--- src/hdl/fsq_params.svh ---
`ifndef FSQ_PARAMS_SVH
`define FSQ_PARAMS_SVH

// ----------------------------------------
// command codes
// ----------------------------------------
`define FSQ_CMD_RD_WORD 3'h0
`define FSQ_CMD_RD_INC 3'h1
`define FSQ_CMD_RD_PAGE 3'h2
`define FSQ_CMD_WR_WORD 3'h3
`define FSQ_CMD_WR_INC 3'h4
`define FSQ_CMD_WR_PAGE 3'h5
`define FSQ_CMD_ER_PAGE 3'h6
`define FSQ_CMD_RSVD 3'h7

// ----------------------------------------
// unlock keys
// ----------------------------------------
`define FSQ_KEY_FIRST 8'h55
`define FSQ_KEY_SECOND 8'hAA

// ----------------------------------------
// geometry
// ----------------------------------------
`define FSQ_PAGE_WORDS 128
`define FSQ_ADDR_W 22
`define FSQ_DATA_W 16
`define FSQ_IDX_W 7
`define FSQ_PAGE_LSB 8
`define FSQ_BYTE_PAD 1'h0
`define FSQ_IDX_LAST 7'h7F
`define FSQ_IDX_STEP 7'h01
`define FSQ_ADDR_STEP 22'h00_0002
`define FSQ_FLASH_BYTES 65536

// ----------------------------------------
// timing and phases
// ----------------------------------------
`define FSQ_PROG_TIME_NS 2000
`define FSQ_CLK_PERIOD_PS 5000
`define FSQ_PS_PER_NS 1000
`define FSQ_TMR_W 16
`define FSQ_TMR_ZERO 16'h0000
`define FSQ_TMR_STEP 16'h0001
`define FSQ_PH_ISSUE 2'h0
`define FSQ_PH_HOLD 2'h1
`define FSQ_PH_TAKE 2'h2
`define FSQ_PH_STEP 2'h1

// ----------------------------------------
// reset values
// ----------------------------------------
`define FSQ_RST_ADDR 22'h00_0000
`define FSQ_RST_DATA 16'h0000
`define FSQ_RST_IDX 7'h00

`endif

--- src/hdl/fsq_pkg.sv ---
`include "fsq_params.svh"

package fsq_pkg;
   typedef enum logic [2:0] {
      FSQ_ST_IDLE = 3'h0,
      FSQ_ST_RD_WORD = 3'h1,
      FSQ_ST_RD_PAGE = 3'h2,
      FSQ_ST_WR_WORD = 3'h3,
      FSQ_ST_WR_PAGE = 3'h4,
      FSQ_ST_ERASE = 3'h5,
      FSQ_ST_PROG = 3'h6
   } fsq_state_t;

   typedef enum logic [1:0] {
      FSQ_LOCK_NONE = 2'h0,
      FSQ_LOCK_FIRST = 2'h1,
      FSQ_LOCK_ARMED = 2'h2
   } fsq_lock_t;
endpackage

--- src/hdl/fsq_buf_if.sv ---
`timescale 1ns/1ps
`default_nettype none

interface fsq_buf_if #(parameter int AW = 7, parameter int DW = 16);
   logic en;
   logic we;
   logic [AW-1:0] addr;
   logic [DW-1:0] wdata;
   logic [DW-1:0] rdata;
   modport ctrl (output en, output we, output addr, output wdata, input rdata);
   modport mem (input en, input we, input addr, input wdata, output rdata);
endinterface

`default_nettype wire

--- src/hdl/fsq_buf_ram.sv ---
`timescale 1ns/1ps
`default_nettype none

module fsq_buf_ram #(parameter int AW = 7, parameter int DW = 16) (
   input wire logic clock_in,
   input wire logic rst_in,
   fsq_buf_if.mem port
);
   logic [DW-1:0] mem_q [0:(1<<AW)-1];
   logic [DW-1:0] rdata_q;

   // ----------------------------------------
   // storage and registered read
   // ----------------------------------------
   always_ff @(posedge clock_in) begin
      if (port.en && port.we) begin
         mem_q[port.addr] <= port.wdata;
      end
   end

   always_ff @(posedge clock_in or posedge rst_in) begin
      if (rst_in) begin
         rdata_q <= '0;
      end else if (port.en) begin
         rdata_q <= mem_q[port.addr];
      end
   end

   assign port.rdata = rdata_q;
endmodule

`default_nettype wire

--- src/hdl/fsq_sequencer.sv ---
// Contract
// [RULE_01] unexpected reset mid write sets write error
// [RULE_02] write to protected area sets error
// [RULE_03] write to invalid address sets error
// [RULE_04] page read copies page to buffer
// [RULE_05] word read loads data register
// [RULE_06] software polls go or done flag
// [RULE_07] page write programs whole buffer to page
// [RULE_08] bad page write: go clears, flash untouched
// [RULE_09] cpu halted during write cycles
// [RULE_10] completion clears go, sets done, gated irq
// [RULE_11] buffer and command frozen during write
// [RULE_12] internal timer sets programming time
// [RULE_13] software pads buffer with erased values
// [RULE_14] page is 128 words, one buffer bank
// [RULE_15] buffer index maps onto page offset
// [RULE_16] software erases page before page write
// [RULE_17] software masks interrupts around unlock
// [RULE_18] word write only onto erased words
// [RULE_19] word write programs data register word
// [RULE_20] write needs 55 then AA then go
// [RULE_21] registers locked and go unclearable while busy
// [RULE_22] reserved command does nothing silently
// [RULE_23] go ignored unless keys directly precede
`timescale 1ns/1ps
`default_nettype none
`include "fsq_params.svh"

module fsq_sequencer #(
   parameter int FLASH_BYTES = `FSQ_FLASH_BYTES,
   parameter int PROG_CYC = (`FSQ_PROG_TIME_NS * `FSQ_PS_PER_NS + `FSQ_CLK_PERIOD_PS - 1)
      / `FSQ_CLK_PERIOD_PS
) (
   input wire logic clock_in,
   input wire logic rst_in,
   input wire logic ce_in,
   input wire logic cmd_wr_in,
   input wire logic [2:0] cmd_in,
   input wire logic addr_wr_in,
   input wire logic [`FSQ_ADDR_W-1:0] addr_in,
   input wire logic data_wr_in,
   input wire logic [`FSQ_DATA_W-1:0] data_in,
   input wire logic lock_wr_in,
   input wire logic [7:0] lock_in,
   input wire logic go_set_in,
   input wire logic irq_en_in,
   input wire logic done_clr_in,
   input wire logic err_clr_in,
   input wire logic protect_in,
   input wire logic fault_rst_in,
   input wire logic buf_wr_in,
   input wire logic [`FSQ_IDX_W-1:0] buf_addr_in,
   input wire logic [`FSQ_DATA_W-1:0] buf_wdata_in,
   output logic [`FSQ_DATA_W-1:0] buf_rdata_out,
   input wire logic [`FSQ_DATA_W-1:0] fl_rdata_in,
   output logic [`FSQ_ADDR_W-1:0] fl_addr_out,
   output logic fl_rd_out,
   output logic fl_wr_out,
   output logic fl_erase_out,
   output logic [`FSQ_DATA_W-1:0] fl_wdata_out,
   output logic go_out,
   output logic [2:0] cmd_out,
   output logic [`FSQ_ADDR_W-1:0] addr_out,
   output logic [`FSQ_DATA_W-1:0] data_out,
   output logic err_out,
   output logic done_out,
   output logic irq_out,
   output logic cpu_halt_out
);
   fsq_pkg::fsq_state_t state_q;
   fsq_pkg::fsq_lock_t lock_q;
   logic go_q, err_q, done_q, done_d, irq_q, halt_q;
   logic [2:0] cmd_q;
   logic [`FSQ_ADDR_W-1:0] addr_q, fl_addr_q;
   logic [`FSQ_DATA_W-1:0] data_q, fl_wdata_q;
   logic fl_rd_q, fl_wr_q, fl_er_q;
   logic [`FSQ_IDX_W-1:0] idx_q;
   logic [1:0] ph_q;
   logic [`FSQ_TMR_W-1:0] tmr_q;
   logic is_wr_cmd, reg_wr_any, addr_bad, start, start_ok, start_bad, abort, fin;
   logic [`FSQ_ADDR_W-1:0] page_addr;

   fsq_buf_if #(.AW(`FSQ_IDX_W), .DW(`FSQ_DATA_W)) buf_if ();

   fsq_buf_ram #(.AW(`FSQ_IDX_W), .DW(`FSQ_DATA_W)) u_buf (
      .clock_in(clock_in),
      .rst_in(rst_in),
      .port(buf_if.mem)
   );

   // ----------------------------------------
   // decode
   // ----------------------------------------
   assign is_wr_cmd = (cmd_q == `FSQ_CMD_WR_WORD) || (cmd_q == `FSQ_CMD_WR_INC) ||
                      (cmd_q == `FSQ_CMD_WR_PAGE) || (cmd_q == `FSQ_CMD_ER_PAGE);
   assign reg_wr_any = cmd_wr_in || addr_wr_in || data_wr_in || buf_wr_in;
   assign addr_bad = protect_in || (32'(addr_q) >= FLASH_BYTES); // see [RULE_02] see [RULE_03]
   assign start = ce_in && go_set_in && !go_q && (cmd_q != `FSQ_CMD_RSVD) && // see [RULE_22]
                  (!is_wr_cmd || (lock_q == fsq_pkg::FSQ_LOCK_ARMED && !lock_wr_in &&
                  !reg_wr_any)); // see [RULE_20] see [RULE_23]
   assign start_bad = start && is_wr_cmd && addr_bad; // see [RULE_08]
   assign start_ok = start && !start_bad;
   assign abort = ce_in && fault_rst_in && go_q && halt_q; // see [RULE_01]
   assign fin = ce_in && !abort && (
                ((state_q == fsq_pkg::FSQ_ST_RD_WORD) && (ph_q == `FSQ_PH_TAKE)) ||
                ((state_q == fsq_pkg::FSQ_ST_RD_PAGE) && (ph_q == `FSQ_PH_TAKE) &&
                 (idx_q == `FSQ_IDX_LAST)) ||
                ((state_q == fsq_pkg::FSQ_ST_PROG) && (tmr_q == `FSQ_TMR_ZERO)));
   assign page_addr = {addr_q[`FSQ_ADDR_W-1:`FSQ_PAGE_LSB], idx_q, `FSQ_BYTE_PAD}; // see [RULE_15]

   // ----------------------------------------
   // buffer port sharing
   // ----------------------------------------
   always_comb begin
      buf_if.en = ce_in;
      buf_if.addr = go_q ? idx_q : buf_addr_in;
      buf_if.wdata = go_q ? fl_rdata_in : buf_wdata_in;
      buf_if.we = go_q ? (state_q == fsq_pkg::FSQ_ST_RD_PAGE && ph_q == `FSQ_PH_TAKE && !abort)
                       : buf_wr_in; // see [RULE_04] see [RULE_11]
   end

   // ----------------------------------------
   // sequencer
   // ----------------------------------------
   always_ff @(posedge clock_in or posedge rst_in) begin
      if (rst_in) begin
         state_q <= fsq_pkg::FSQ_ST_IDLE;
         idx_q <= `FSQ_RST_IDX;
         ph_q <= `FSQ_PH_ISSUE;
         tmr_q <= `FSQ_TMR_ZERO;
         fl_addr_q <= `FSQ_RST_ADDR;
         fl_wdata_q <= `FSQ_RST_DATA;
         fl_rd_q <= 1'b0;
         fl_wr_q <= 1'b0;
         fl_er_q <= 1'b0;
      end else if (ce_in) begin
         if (abort) begin
            state_q <= fsq_pkg::FSQ_ST_IDLE;
            fl_rd_q <= 1'b0;
            fl_wr_q <= 1'b0;
            fl_er_q <= 1'b0;
         end else begin
            unique case (state_q)
               fsq_pkg::FSQ_ST_IDLE: begin
                  idx_q <= `FSQ_RST_IDX;
                  ph_q <= `FSQ_PH_ISSUE;
                  if (start_ok) begin
                     unique case (cmd_q)
                        `FSQ_CMD_RD_WORD, `FSQ_CMD_RD_INC: state_q <= fsq_pkg::FSQ_ST_RD_WORD;
                        `FSQ_CMD_RD_PAGE: state_q <= fsq_pkg::FSQ_ST_RD_PAGE;
                        `FSQ_CMD_WR_WORD, `FSQ_CMD_WR_INC: state_q <= fsq_pkg::FSQ_ST_WR_WORD;
                        `FSQ_CMD_WR_PAGE: state_q <= fsq_pkg::FSQ_ST_WR_PAGE;
                        default: state_q <= fsq_pkg::FSQ_ST_ERASE;
                     endcase
                  end
               end
               fsq_pkg::FSQ_ST_RD_WORD, fsq_pkg::FSQ_ST_RD_PAGE: begin
                  fl_addr_q <= (state_q == fsq_pkg::FSQ_ST_RD_WORD) ? addr_q : page_addr;
                  fl_rd_q <= (ph_q == `FSQ_PH_ISSUE);
                  ph_q <= (ph_q == `FSQ_PH_TAKE) ? `FSQ_PH_ISSUE : ph_q + `FSQ_PH_STEP;
                  if (ph_q == `FSQ_PH_TAKE) begin
                     idx_q <= idx_q + `FSQ_IDX_STEP; // see [RULE_04] see [RULE_14]
                     if (fin) begin
                        state_q <= fsq_pkg::FSQ_ST_IDLE;
                     end
                  end
               end
               fsq_pkg::FSQ_ST_WR_WORD, fsq_pkg::FSQ_ST_ERASE: begin
                  fl_addr_q <= addr_q;
                  fl_wdata_q <= data_q; // see [RULE_19]
                  fl_wr_q <= (ph_q == `FSQ_PH_ISSUE) && (state_q == fsq_pkg::FSQ_ST_WR_WORD);
                  fl_er_q <= (ph_q == `FSQ_PH_ISSUE) && (state_q == fsq_pkg::FSQ_ST_ERASE);
                  ph_q <= `FSQ_PH_HOLD;
                  if (ph_q == `FSQ_PH_HOLD) begin
                     state_q <= fsq_pkg::FSQ_ST_PROG;
                     tmr_q <= `FSQ_TMR_W'(PROG_CYC - 1); // see [RULE_12]
                  end
               end
               fsq_pkg::FSQ_ST_WR_PAGE: begin
                  fl_wr_q <= (ph_q == `FSQ_PH_HOLD); // see [RULE_07]
                  ph_q <= (ph_q == `FSQ_PH_TAKE) ? `FSQ_PH_ISSUE : ph_q + `FSQ_PH_STEP;
                  if (ph_q == `FSQ_PH_HOLD) begin
                     fl_addr_q <= page_addr;
                     fl_wdata_q <= buf_if.rdata;
                  end
                  if (ph_q == `FSQ_PH_TAKE) begin
                     idx_q <= idx_q + `FSQ_IDX_STEP;
                     if (idx_q == `FSQ_IDX_LAST) begin
                        state_q <= fsq_pkg::FSQ_ST_PROG;
                        tmr_q <= `FSQ_TMR_W'(PROG_CYC - 1); // see [RULE_12]
                     end
                  end
               end
               fsq_pkg::FSQ_ST_PROG: begin
                  fl_wr_q <= 1'b0;
                  fl_er_q <= 1'b0;
                  tmr_q <= tmr_q - `FSQ_TMR_STEP;
                  if (fin) begin
                     state_q <= fsq_pkg::FSQ_ST_IDLE;
                  end
               end
               default: state_q <= fsq_pkg::FSQ_ST_IDLE;
            endcase
         end
      end
   end

   // ----------------------------------------
   // software registers
   // ----------------------------------------
   always_ff @(posedge clock_in or posedge rst_in) begin
      if (rst_in) begin
         cmd_q <= `FSQ_CMD_RD_WORD;
         addr_q <= `FSQ_RST_ADDR;
         data_q <= `FSQ_RST_DATA;
      end else if (ce_in) begin
         if (!go_q && cmd_wr_in) begin
            cmd_q <= cmd_in; // see [RULE_21]
         end
         if (!go_q && addr_wr_in) begin
            addr_q <= addr_in; // see [RULE_21]
         end else if (fin && (cmd_q == `FSQ_CMD_RD_INC || cmd_q == `FSQ_CMD_WR_INC)) begin
            addr_q <= addr_q + `FSQ_ADDR_STEP;
         end
         if (state_q == fsq_pkg::FSQ_ST_RD_WORD && ph_q == `FSQ_PH_TAKE) begin
            data_q <= fl_rdata_in; // see [RULE_05]
         end else if (!go_q && data_wr_in) begin
            data_q <= data_in;
         end
      end
   end

   // ----------------------------------------
   // unlock tracking
   // ----------------------------------------
   always_ff @(posedge clock_in or posedge rst_in) begin
      if (rst_in) begin
         lock_q <= fsq_pkg::FSQ_LOCK_NONE;
      end else if (ce_in) begin
         if (go_q || go_set_in || reg_wr_any) begin
            lock_q <= fsq_pkg::FSQ_LOCK_NONE; // see [RULE_23]
         end else if (lock_wr_in) begin
            if (lock_in == `FSQ_KEY_FIRST) begin
               lock_q <= fsq_pkg::FSQ_LOCK_FIRST;
            end else if (lock_q == fsq_pkg::FSQ_LOCK_FIRST && lock_in == `FSQ_KEY_SECOND) begin
               lock_q <= fsq_pkg::FSQ_LOCK_ARMED; // see [RULE_20]
            end else begin
               lock_q <= fsq_pkg::FSQ_LOCK_NONE;
            end
         end
      end
   end

   // ----------------------------------------
   // go, flags, halt
   // ----------------------------------------
   always_comb begin
      done_d = done_q;
      if (fin) begin
         done_d = 1'b1; // see [RULE_10]
      end else if (ce_in && done_clr_in && !go_q) begin
         done_d = 1'b0;
      end
   end

   always_ff @(posedge clock_in or posedge rst_in) begin
      if (rst_in) begin
         go_q <= 1'b0;
         err_q <= 1'b0;
         done_q <= 1'b0;
         irq_q <= 1'b0;
         halt_q <= 1'b0;
      end else if (ce_in) begin
         if (abort || fin) begin
            go_q <= 1'b0; // see [RULE_10]
         end else if (start_ok) begin
            go_q <= 1'b1;
         end
         if (start_bad || abort) begin
            err_q <= 1'b1; // see [RULE_01] see [RULE_08]
         end else if (err_clr_in && !go_q) begin
            err_q <= 1'b0;
         end
         done_q <= done_d;
         irq_q <= done_d && irq_en_in; // see [RULE_10]
         if (abort || fin) begin
            halt_q <= 1'b0;
         end else if (start_ok && is_wr_cmd) begin
            halt_q <= 1'b1; // see [RULE_09]
         end
      end
   end

   assign buf_rdata_out = buf_if.rdata;
   assign fl_addr_out = fl_addr_q;
   assign fl_rd_out = fl_rd_q;
   assign fl_wr_out = fl_wr_q;
   assign fl_erase_out = fl_er_q;
   assign fl_wdata_out = fl_wdata_q;
   assign go_out = go_q;
   assign cmd_out = cmd_q;
   assign addr_out = addr_q;
   assign data_out = data_q;
   assign err_out = err_q;
   assign done_out = done_q;
   assign irq_out = irq_q;
   assign cpu_halt_out = halt_q;

   // ----------------------------------------
   // checks
   // ----------------------------------------
   AST_KEYS_BEFORE_GO: assert property (@(posedge clock_in) disable iff (rst_in) // see [RULE_23]
      $rose(go_q) && $past(is_wr_cmd) |-> $past(lock_q) == fsq_pkg::FSQ_LOCK_ARMED)
      else $error("write started without unlock");
   AST_BAD_ADDR_ERR: assert property (@(posedge clock_in) disable iff (rst_in) // see [RULE_08]
      start_bad |=> err_q && !go_q && !fl_wr_q && !fl_er_q)
      else $error("bad address did not flag error");
   AST_RSVD_NOP: assert property (@(posedge clock_in) disable iff (rst_in) // see [RULE_22]
      go_set_in && !go_q && cmd_q == `FSQ_CMD_RSVD |=> !go_q && !$rose(err_q) && !$rose(irq_q))
      else $error("reserved command acted");
   AST_ABORT_ERR: assert property (@(posedge clock_in) disable iff (rst_in) // see [RULE_01]
      abort |=> err_q && !go_q && !halt_q)
      else $error("aborted write left no error");
   AST_HALT_PROG: assert property (@(posedge clock_in) disable iff (rst_in) // see [RULE_09]
      state_q == fsq_pkg::FSQ_ST_PROG |-> halt_q && go_q)
      else $error("cpu not halted while programming");
   AST_DONE_IRQ: assert property (@(posedge clock_in) disable iff (rst_in) // see [RULE_10]
      fin |=> done_q && !go_q && irq_q == $past(irq_en_in))
      else $error("completion flags wrong");
   AST_TIMER_LOAD: assert property (@(posedge clock_in) disable iff (rst_in) // see [RULE_12]
      $rose(state_q == fsq_pkg::FSQ_ST_PROG) |-> tmr_q == `FSQ_TMR_W'(PROG_CYC - 1))
      else $error("programming timer not loaded");
   AST_PAGE_MAP: assert property (@(posedge clock_in) disable iff (rst_in) // see [RULE_15]
      $rose(fl_wr_q) && state_q == fsq_pkg::FSQ_ST_WR_PAGE |->
      fl_addr_q[`FSQ_PAGE_LSB-1:1] == idx_q && fl_wdata_q == buf_if.rdata)
      else $error("page offset mismatch");
   AST_BUF_FROZEN: assert property (@(posedge clock_in) disable iff (rst_in) // see [RULE_11]
      go_q && halt_q |-> !buf_if.we && $stable(cmd_q))
      else $error("buffer or command changed during write");
   AST_WORD_READ: assert property (@(posedge clock_in) disable iff (rst_in) // see [RULE_05]
      ce_in && state_q == fsq_pkg::FSQ_ST_RD_WORD && ph_q == `FSQ_PH_TAKE |=>
      data_q == $past(fl_rdata_in))
      else $error("word read not captured");
   AST_REG_LOCKED: assert property (@(posedge clock_in) disable iff (rst_in) // see [RULE_21]
      ce_in && go_q && cmd_wr_in && !abort && !fin |=> go_q && cmd_q == $past(cmd_q))
      else $error("register write while busy");
endmodule

`default_nettype wire

--- config.mk ---
export PLATFORM = sky130hd
export DESIGN_NAME = fsq_sequencer
export DESIGN_NICKNAME = d
export VERILOG_FILES = /design/src/hdl/fsq_pkg.sv /design/src/hdl/fsq_buf_if.sv /design/src/hdl/fsq_buf_ram.sv /design/src/hdl/fsq_sequencer.sv
export VERILOG_INCLUDE_DIRS = /design/src /design/src/hdl
export SDC_FILE = /design/constraint.sdc
export NUM_CORES = 2
export LEC_CHECK = 0
export BUFFER_PORTS_ARGS = -buffer_cell sky130_fd_sc_hd__clkbuf_2
export CAP_MARGIN = 20
export CORE_MARGIN = 3
export CORE_UTILIZATION = 50
export DETAILED_ROUTE_END_ITERATION = 12
export PLACE_DENSITY = 0.69
export SYNTH_ARGS = -nofsm -noshare
export SYNTH_HDL_FRONTEND = slang
export SYNTH_SLANG_ARGS = --single-unit
export TNS_END_PERCENT = 100
--- constraint.sdc ---
create_clock -name clock_in -period 4.5 [get_ports clock_in]
set_input_delay 0.675 -clock clock_in [delete_from_list [all_inputs] [get_ports clock_in]]
set_output_delay 0.675 -clock clock_in [all_outputs]
set_load 0.005 [all_outputs]
-- After elaboration in Yosys (flattened, before gate mapping)
Memories as Yosys holds them, arrays and structs flattened. A register that Yosys moved wholly into a read port is not among the register bits.
Cells that the tools add are included.
- output and inout bits: 103
- bits of input ports: 102
- memory bits (writable): 2048
- word-level logic and storage cells: 196
- register bits after elaboration: 117
- memories: 1
- multiplexer cells: 49
- magnitude comparators: 1
- add/subtract/negate cells: 4
- bitwise gates (word level): 1
- reductions and logical operators: 92
- equality and inequality tests: 30
- memory list (memory ; depth ; width ; read ports ; clocked after Yosys merged registers in ; write ports ; RTL line ; RTL):
    u_buf.mem_q ; 128 ; 16 ; 1 ; 1 ; 1 ; fsq_buf_ram.sv:9 ; logic [DW-1:0] mem_q [0:(1<<AW)-1];
- operators by type and width (kind ; number):
    16-bit 2-to-1 mux ; 7
    22-bit 2-to-1 mux ; 3
    22-bit one-hot mux with 3 select lines ; 1
    16-bit one-hot mux with 3 select lines ; 1
    1-bit logical AND ; 32
    16-bit one-hot mux with 2 select lines ; 1
    22-bit by 2-bit adder with 22-bit output, second input constant ; 1
    22-bit by 17-bit greater-or-equal comparator with 1-bit output, second input constant ; 1
    3-bit 2-to-1 mux ; 7
    2-bit AND reduction ; 10
    3-bit == test, second input constant ; 6
    3-bit inequality test, second input constant ; 6
    2-bit nonzero test ; 9
    16-bit logical NOT ; 1
    16-bit by 1-bit subtractor with 16-bit output, second input constant ; 1
    1-bit logical OR ; 15
    1-bit 2-to-1 mux ; 15
    3-bit one-hot mux with 5 select lines ; 1
    7-bit 2-to-1 mux ; 2
    7-bit one-hot mux with 2 select lines ; 1
    3-bit by 2-bit == test with 1-bit output, second input constant ; 4
    3-bit one-hot mux with 4 select lines ; 1
    4-bit AND reduction ; 3
    6-bit AND reduction ; 2
    24 further kinds ; 46

-- Depth between registers and ports, before layout
- word-level depth: 14
- mapped depth: 13
- gate-level depth less buffers: 8

-- Cells and area by module
From an unflattened synthesis, not the netlist that was laid out.
- cells, all modules: 5204
- area, all modules: 86646.9 sq um
- modules (own cells, without submodules) (module ; cells an instance ; seq. area each (sq um) ; area an instance (sq um) ; times used):
    fsq_buf_ram ; 4475 ; 61899.4 ; 79890.4 ; 1
    fsq_sequencer ; 729 ; 2927.8 ; 6756.5 ; 1

-- Worst setup path after synthesis
Ideal clock, no wire load.
- path kind: input to register
- from: input buf_addr_in[0]
- to: memory u_buf.mem_q[105][0], enable pin
- buffers on the path: 6
- slack: 877 ps
- data arrival time: 3235 ps
- setup time: 388 ps
- stages on the path: 10
- data required time: 4112 ps
- cell sequence: buf_2 nor4b_2 or2_1 clkbuf_1 buf_2 clkbuf_1 buf_2 nand2_1 clkbuf_1 nor2_1
- cells in the longest elaborated chain, start to end: 1
- ends and longest elaborated chain (what ; RTL line ; RTL):
    from (decl) ; fsq_sequencer.sv:52 ; input wire logic [`FSQ_IDX_W-1:0] buf_addr_in,
    7-bit 2-to-1 mux ; fsq_sequencer.sv:116 ; buf_if.addr = go_q ? idx_q : buf_addr_in;
    to (decl) ; fsq_buf_ram.sv:9 ;
Every way passes these cells.

-- Worst setup path in the final report
- from: register go_q (netlist: go_out)
- to: register u_buf.rdata_q[12] (netlist: u_buf.port.rdata[12]), read port of u_buf.mem_q
- cells in the longest elaborated chain, start to end: 1
- ends and longest elaborated chain (what ; RTL line ; RTL):
    from (decl) ; fsq_sequencer.sv:72 ; logic go_q, err_q, done_q, done_d, irq_q, halt_q;
    from (signal assigned) ; fsq_sequencer.sv:268 ; go_q <= 1'b0;
    from (signal assigned) ; fsq_sequencer.sv:275 ; go_q <= 1'b0;
    from (signal assigned) ; fsq_sequencer.sv:277 ; go_q <= 1'b1;
    7-bit 2-to-1 mux ; fsq_sequencer.sv:116 ;
    to (decl) ; fsq_buf_ram.sv:10 ; logic [DW-1:0] rdata_q;
Every way passes these cells.
A chain may end at the register's enable or synchronous reset.

==> summary.log <==
qor: power_and_ir_drop.cellInternalPower 32.0 mW
qor: global_route.grt_remaining_overflow 0
qor: sta.finalClockSkew 30.9 ps
qor: synth.mappedNetlistArea 83700 sq um
qor: cts.clkTransAtPathRegs 60 ps
qor: sta.fmax 230 MHz
qor: global_route.first_global_vias 51100
qor: power_and_ir_drop.power.density 416 nW/um^2
qor: cts.numClockSinks 2181
qor: cts.insertion_delay 860 ps
qor: floorplanning.fp.dieArea 172000 sq um
qor: cts.cts_buffers 205
qor: worst_setup_path.r2r_start go_out$_DFFE_PP0P_
qor: sta.setup_viol 0
qor: worst_setup_path.crit_top_cell buf_4
qor: layout.layout_common_cells edfxtp_1, nand2_1, buf_4
qor: power_and_ir_drop.cellLeakagePower 31.1 nW
qor: sta.final.period_utilization 96.6%
qor: sta.grt_setup_unrepaired no
qor: placed_design.place_ws 183 ps
qor: worst_setup_path.cp_max_fo 42
qor: floorplanning.die_width 415 microns
qor: synth.netlist_instances 5198
qor: sta.timing.final.hold_violations 0
qor: routing.routed-via-count 52800
qor: worst_setup_path.worst_setup_path_start_kind register
qor: floorplanning.initial_core_util 50.5%
qor: layout.flow.area_growth_from_synthesis 15.3%
qor: floorplanning.floorplan.io_pins 205
qor: synth.synthesis.area_per_instance 16.1 sq um
qor: run_status.run_status finished, final reports clean
qor: hold_path.worstHoldPathCells 2
qor: cts.clockBufferDepth 3
qor: sta.timing_worst_slew_pin_value 1170 ps
qor: cts.cts_hold_repair.buffers 1
qor: synth.yosys-mux-area-fraction 3.59%
qor: floorplanning.core 166000 sq um
qor: global_route.grt_max_degree 129
qor: routing.final_antenna_net_count 0
qor: worst_setup_path.cp_arrival 5090 ps
qor: synth.synth_enable_flop_cells 2048
qor: layout.post_route_cells_drive_above_1_share 17.8%
qor: power_and_ir_drop.share_clk_of_total_power 42.9%
qor: synth.synthXorXnorAreaFrac 0.199%
qor: sta.whs 57.7 ps
qor: routing.post-route-drc-count 0
qor: placed_design.placed_cell_area 89800 sq um
qor: synth.synth_top_family_by_area compound AO/OA/AOI/OAI gates
qor: synth.syn-num-nets 5304
qor: worst_setup_path.timing.rr.end u_buf.port.rdata[12]$_DFFE_PP0P_
qor: synth.synthArstFlopShare 6.10%
qor: flow_run.number_of_violations_of_the_max_capacitance_limit 0
qor: power_and_ir_drop.seqPwrFrac 55.5%
qor: synth.most_area_consuming_cells_after_synthesis edfxtp_1, dfrtp_1, mux2i_1
qor: layout.final_net_count 5777
qor: synth.synthFlopType edfxtp_1
qor: worst_setup_path.required 5240 ps
qor: floorplanning.placement_row_count 149
qor: synth.synth_largest_area_cell edfxtp_1
qor: placed_design.port_buffers 204
qor: power_and_ir_drop.irDropWorstVdd 0.000364 V
qor: worst_setup_path.reg2reg_depth 8
qor: synth.ys_ff_latch 2181
qor: power_and_ir_drop.netSwitchingPower 8.12 mW
qor: sta.drv_slew 0
qor: synth.synth_simple_gate_area_share 5.35%
qor: routing.drt_pre_antenna_iters 9
qor: synth.synth-compound-area-share 11.4%
qor: placed_design.dp_hpwl 154 mm
qor: floorplanning.dieHeight 415 microns
qor: synth.post-synth-top-area-fraction 73.5%
qor: cts.cts.root.buffer_cell clkbuf_16
qor: cts.postCtsSetupRepairBufs 0
qor: worst_setup_path.critical_path.max_stage_delay 1030 ps
qor: global_route.global_route_wire_length_before_repair 357 mm
qor: hold_path.hold_path.class primary input to register
qor: synth.ys_seq_area_share 77.5%
qor: routing.drt_iter0_drc 8816
qor: placed_design.gp_congestion 0.933
qor: power_and_ir_drop.p_sw_share 20.2%
qor: global_route.groute.usage.overall 28.4%
qor: power_and_ir_drop.pwr-share-comb 1.6%
qor: cts.h-tree-depth 4
qor: hold_path.timing.hold.worst.start cmd_in[1]
qor: routing.finalWirelength 249 mm
qor: layout.finished_cell_area 96500 sq um
qor: hold_path.worstHoldEndpoint cmd_out[1]$_DFFE_PP0P_
qor: layout.layout_commonest_cell edfxtp_1
qor: worst_setup_path.critical_path.endpoint_type register
qor: worst_setup_path.reg2reg_slack 150 ps
qor: global_route.antenna_found_initial 7
qor: worst_setup_path.crit_path_cell_trace mux2_8 -> buf_4 -> mux2i_1 -> o22ai_1 -> o311ai_0 -> nand4_1 -> buf_4 -> o32a_1
qor: cts.cts_tree done
qor: synth.synth_fa_ha_area_share 0.0733%
qor: sta.maxSlewHeadroom 21.2%
qor: worst_setup_path.criticalPathCategory register to register
qor: sta.finalWorstPathRequiredPeriod 4350 ps
qor: cts.cts_resized 0
qor: routing.wl_per_cell 31.0 microns
qor: synth.yosys_warnings 0
qor: worst_setup_path.crit_slowest_cell o311ai_0
qor: routing.drt-vias-per-instance 6.57
qor: sta.setup_ws 155 ps
qor: synth.synth_cell_type_count 83
[critical path: cells and delay by family, from the launching register on]
kind,cells,cell delay [ps]
compound gates,3,1440
mux,2,860
simple gates,1,430
flops,1,800
buf+inv,2,600
[power groups by stage]
stage	logic (mW)	clock network [mW]	registers [mW]
after detailed placement	0.619	0	22.7
after global placement	0.599	0	22.7
final	0.623	17.2	22.3
after floorplan	0.227	0	22.7
after global routing	0.660	18.1	22.3
after CTS	0.620	17.3	22.3
[state kept, by name (all words and copies together) (netlist names), 2 cells and up]
register and cells:
u_buf.port.rdata 16, u_buf.mem_q 2048, ph_q 2, fl_wdata_out 16, state_q 3, lock_q 2
addr_out 22, idx_q 7, data_out 16, cmd_out 3, tmr_q 16, fl_addr_out 22
[final cells by class]
cell class	instances	area, sq um
inverters	9	38.8
multi-input cells	2655	17400
repair buffers	619	4740
fillers	12200	69100
clock buffers	246	5400
flip-flops and latches	2181	64800
well taps	2189	2740
diodes	6	15.0
clock inverters	134	1250
[per-stage QoR]
step	instances	power (mW)	setup TNS (ps)	util, %
finish	8039	40.1	0	58.3
global route	8036	41.0	0	58.3
CTS	8032	40.2	0	58.2
detailed placement	7651	23.3	0	54.2
global placement	7650	23.3	-103	54.2
floorplan	5198	22.9	0	-
[worst max-delay path by stage]
stage                                       endpoint  slack [ps]  depth (start not counted)          startpoint
detailed placement  u_buf.port.rdata[12]$_DFFE_PP0P_         180                          9      buf_addr_in[1]
CTS                  u_buf.port.rdata[4]$_DFFE_PP0P_         210                         10  go_out$_DFFE_PP0P_
global placement     u_buf.port.rdata[4]$_DFFE_PP0P_        -100                          8  go_out$_DFFE_PP0P_
floorplan                    addr_out[0]$_DFFE_PP0P_         270                          1              rst_in
finish              u_buf.port.rdata[12]$_DFFE_PP0P_         150                          8  go_out$_DFFE_PP0P_
global route         u_buf.port.rdata[4]$_DFFE_PP0P_         130                         10  go_out$_DFFE_PP0P_
[cells in the mapped netlist, drive strengths merged, types with 53 or more instances]
| library cell | count |
|---|---|
| a22oi | 275 |
| edfxtp | 2048 |
| nor2 | 206 |
| dfrtp | 133 |
| a22o | 53 |
| a41oi | 56 |
| buf | 184 |
| a21oi | 297 |
| nand3 | 71 |
| clkbuf | 169 |
| mux2 | 63 |
| o22ai | 102 |
| nor4 | 66 |
| o21ai | 224 |
| a221oi | 104 |
| mux2i | 228 |
| nand2 | 462 |
| a222oi | 108 |
[routing by layer]
layer  vias to the layer above  wire, microns  global-route usage, %
li1                      21900              -                      -
met1                     26500          91500                   38.7
met2                      3740         114000                   43.4
met3                       603          30500                   6.32
met4                         0          13000                   13.8
met5                         -              0                      0
[cells by family after synthesis]
family,count (synthesis)
flip-flops,2181
AO/OA/AOI/OAI,1376
AND/OR/NAND/NOR,964
buffers and inverters,362
multiplexers,291
XOR/XNOR,19
adder cells (fa/ha/maj),5
Note: power is estimated with default switching activity, not from simulation.
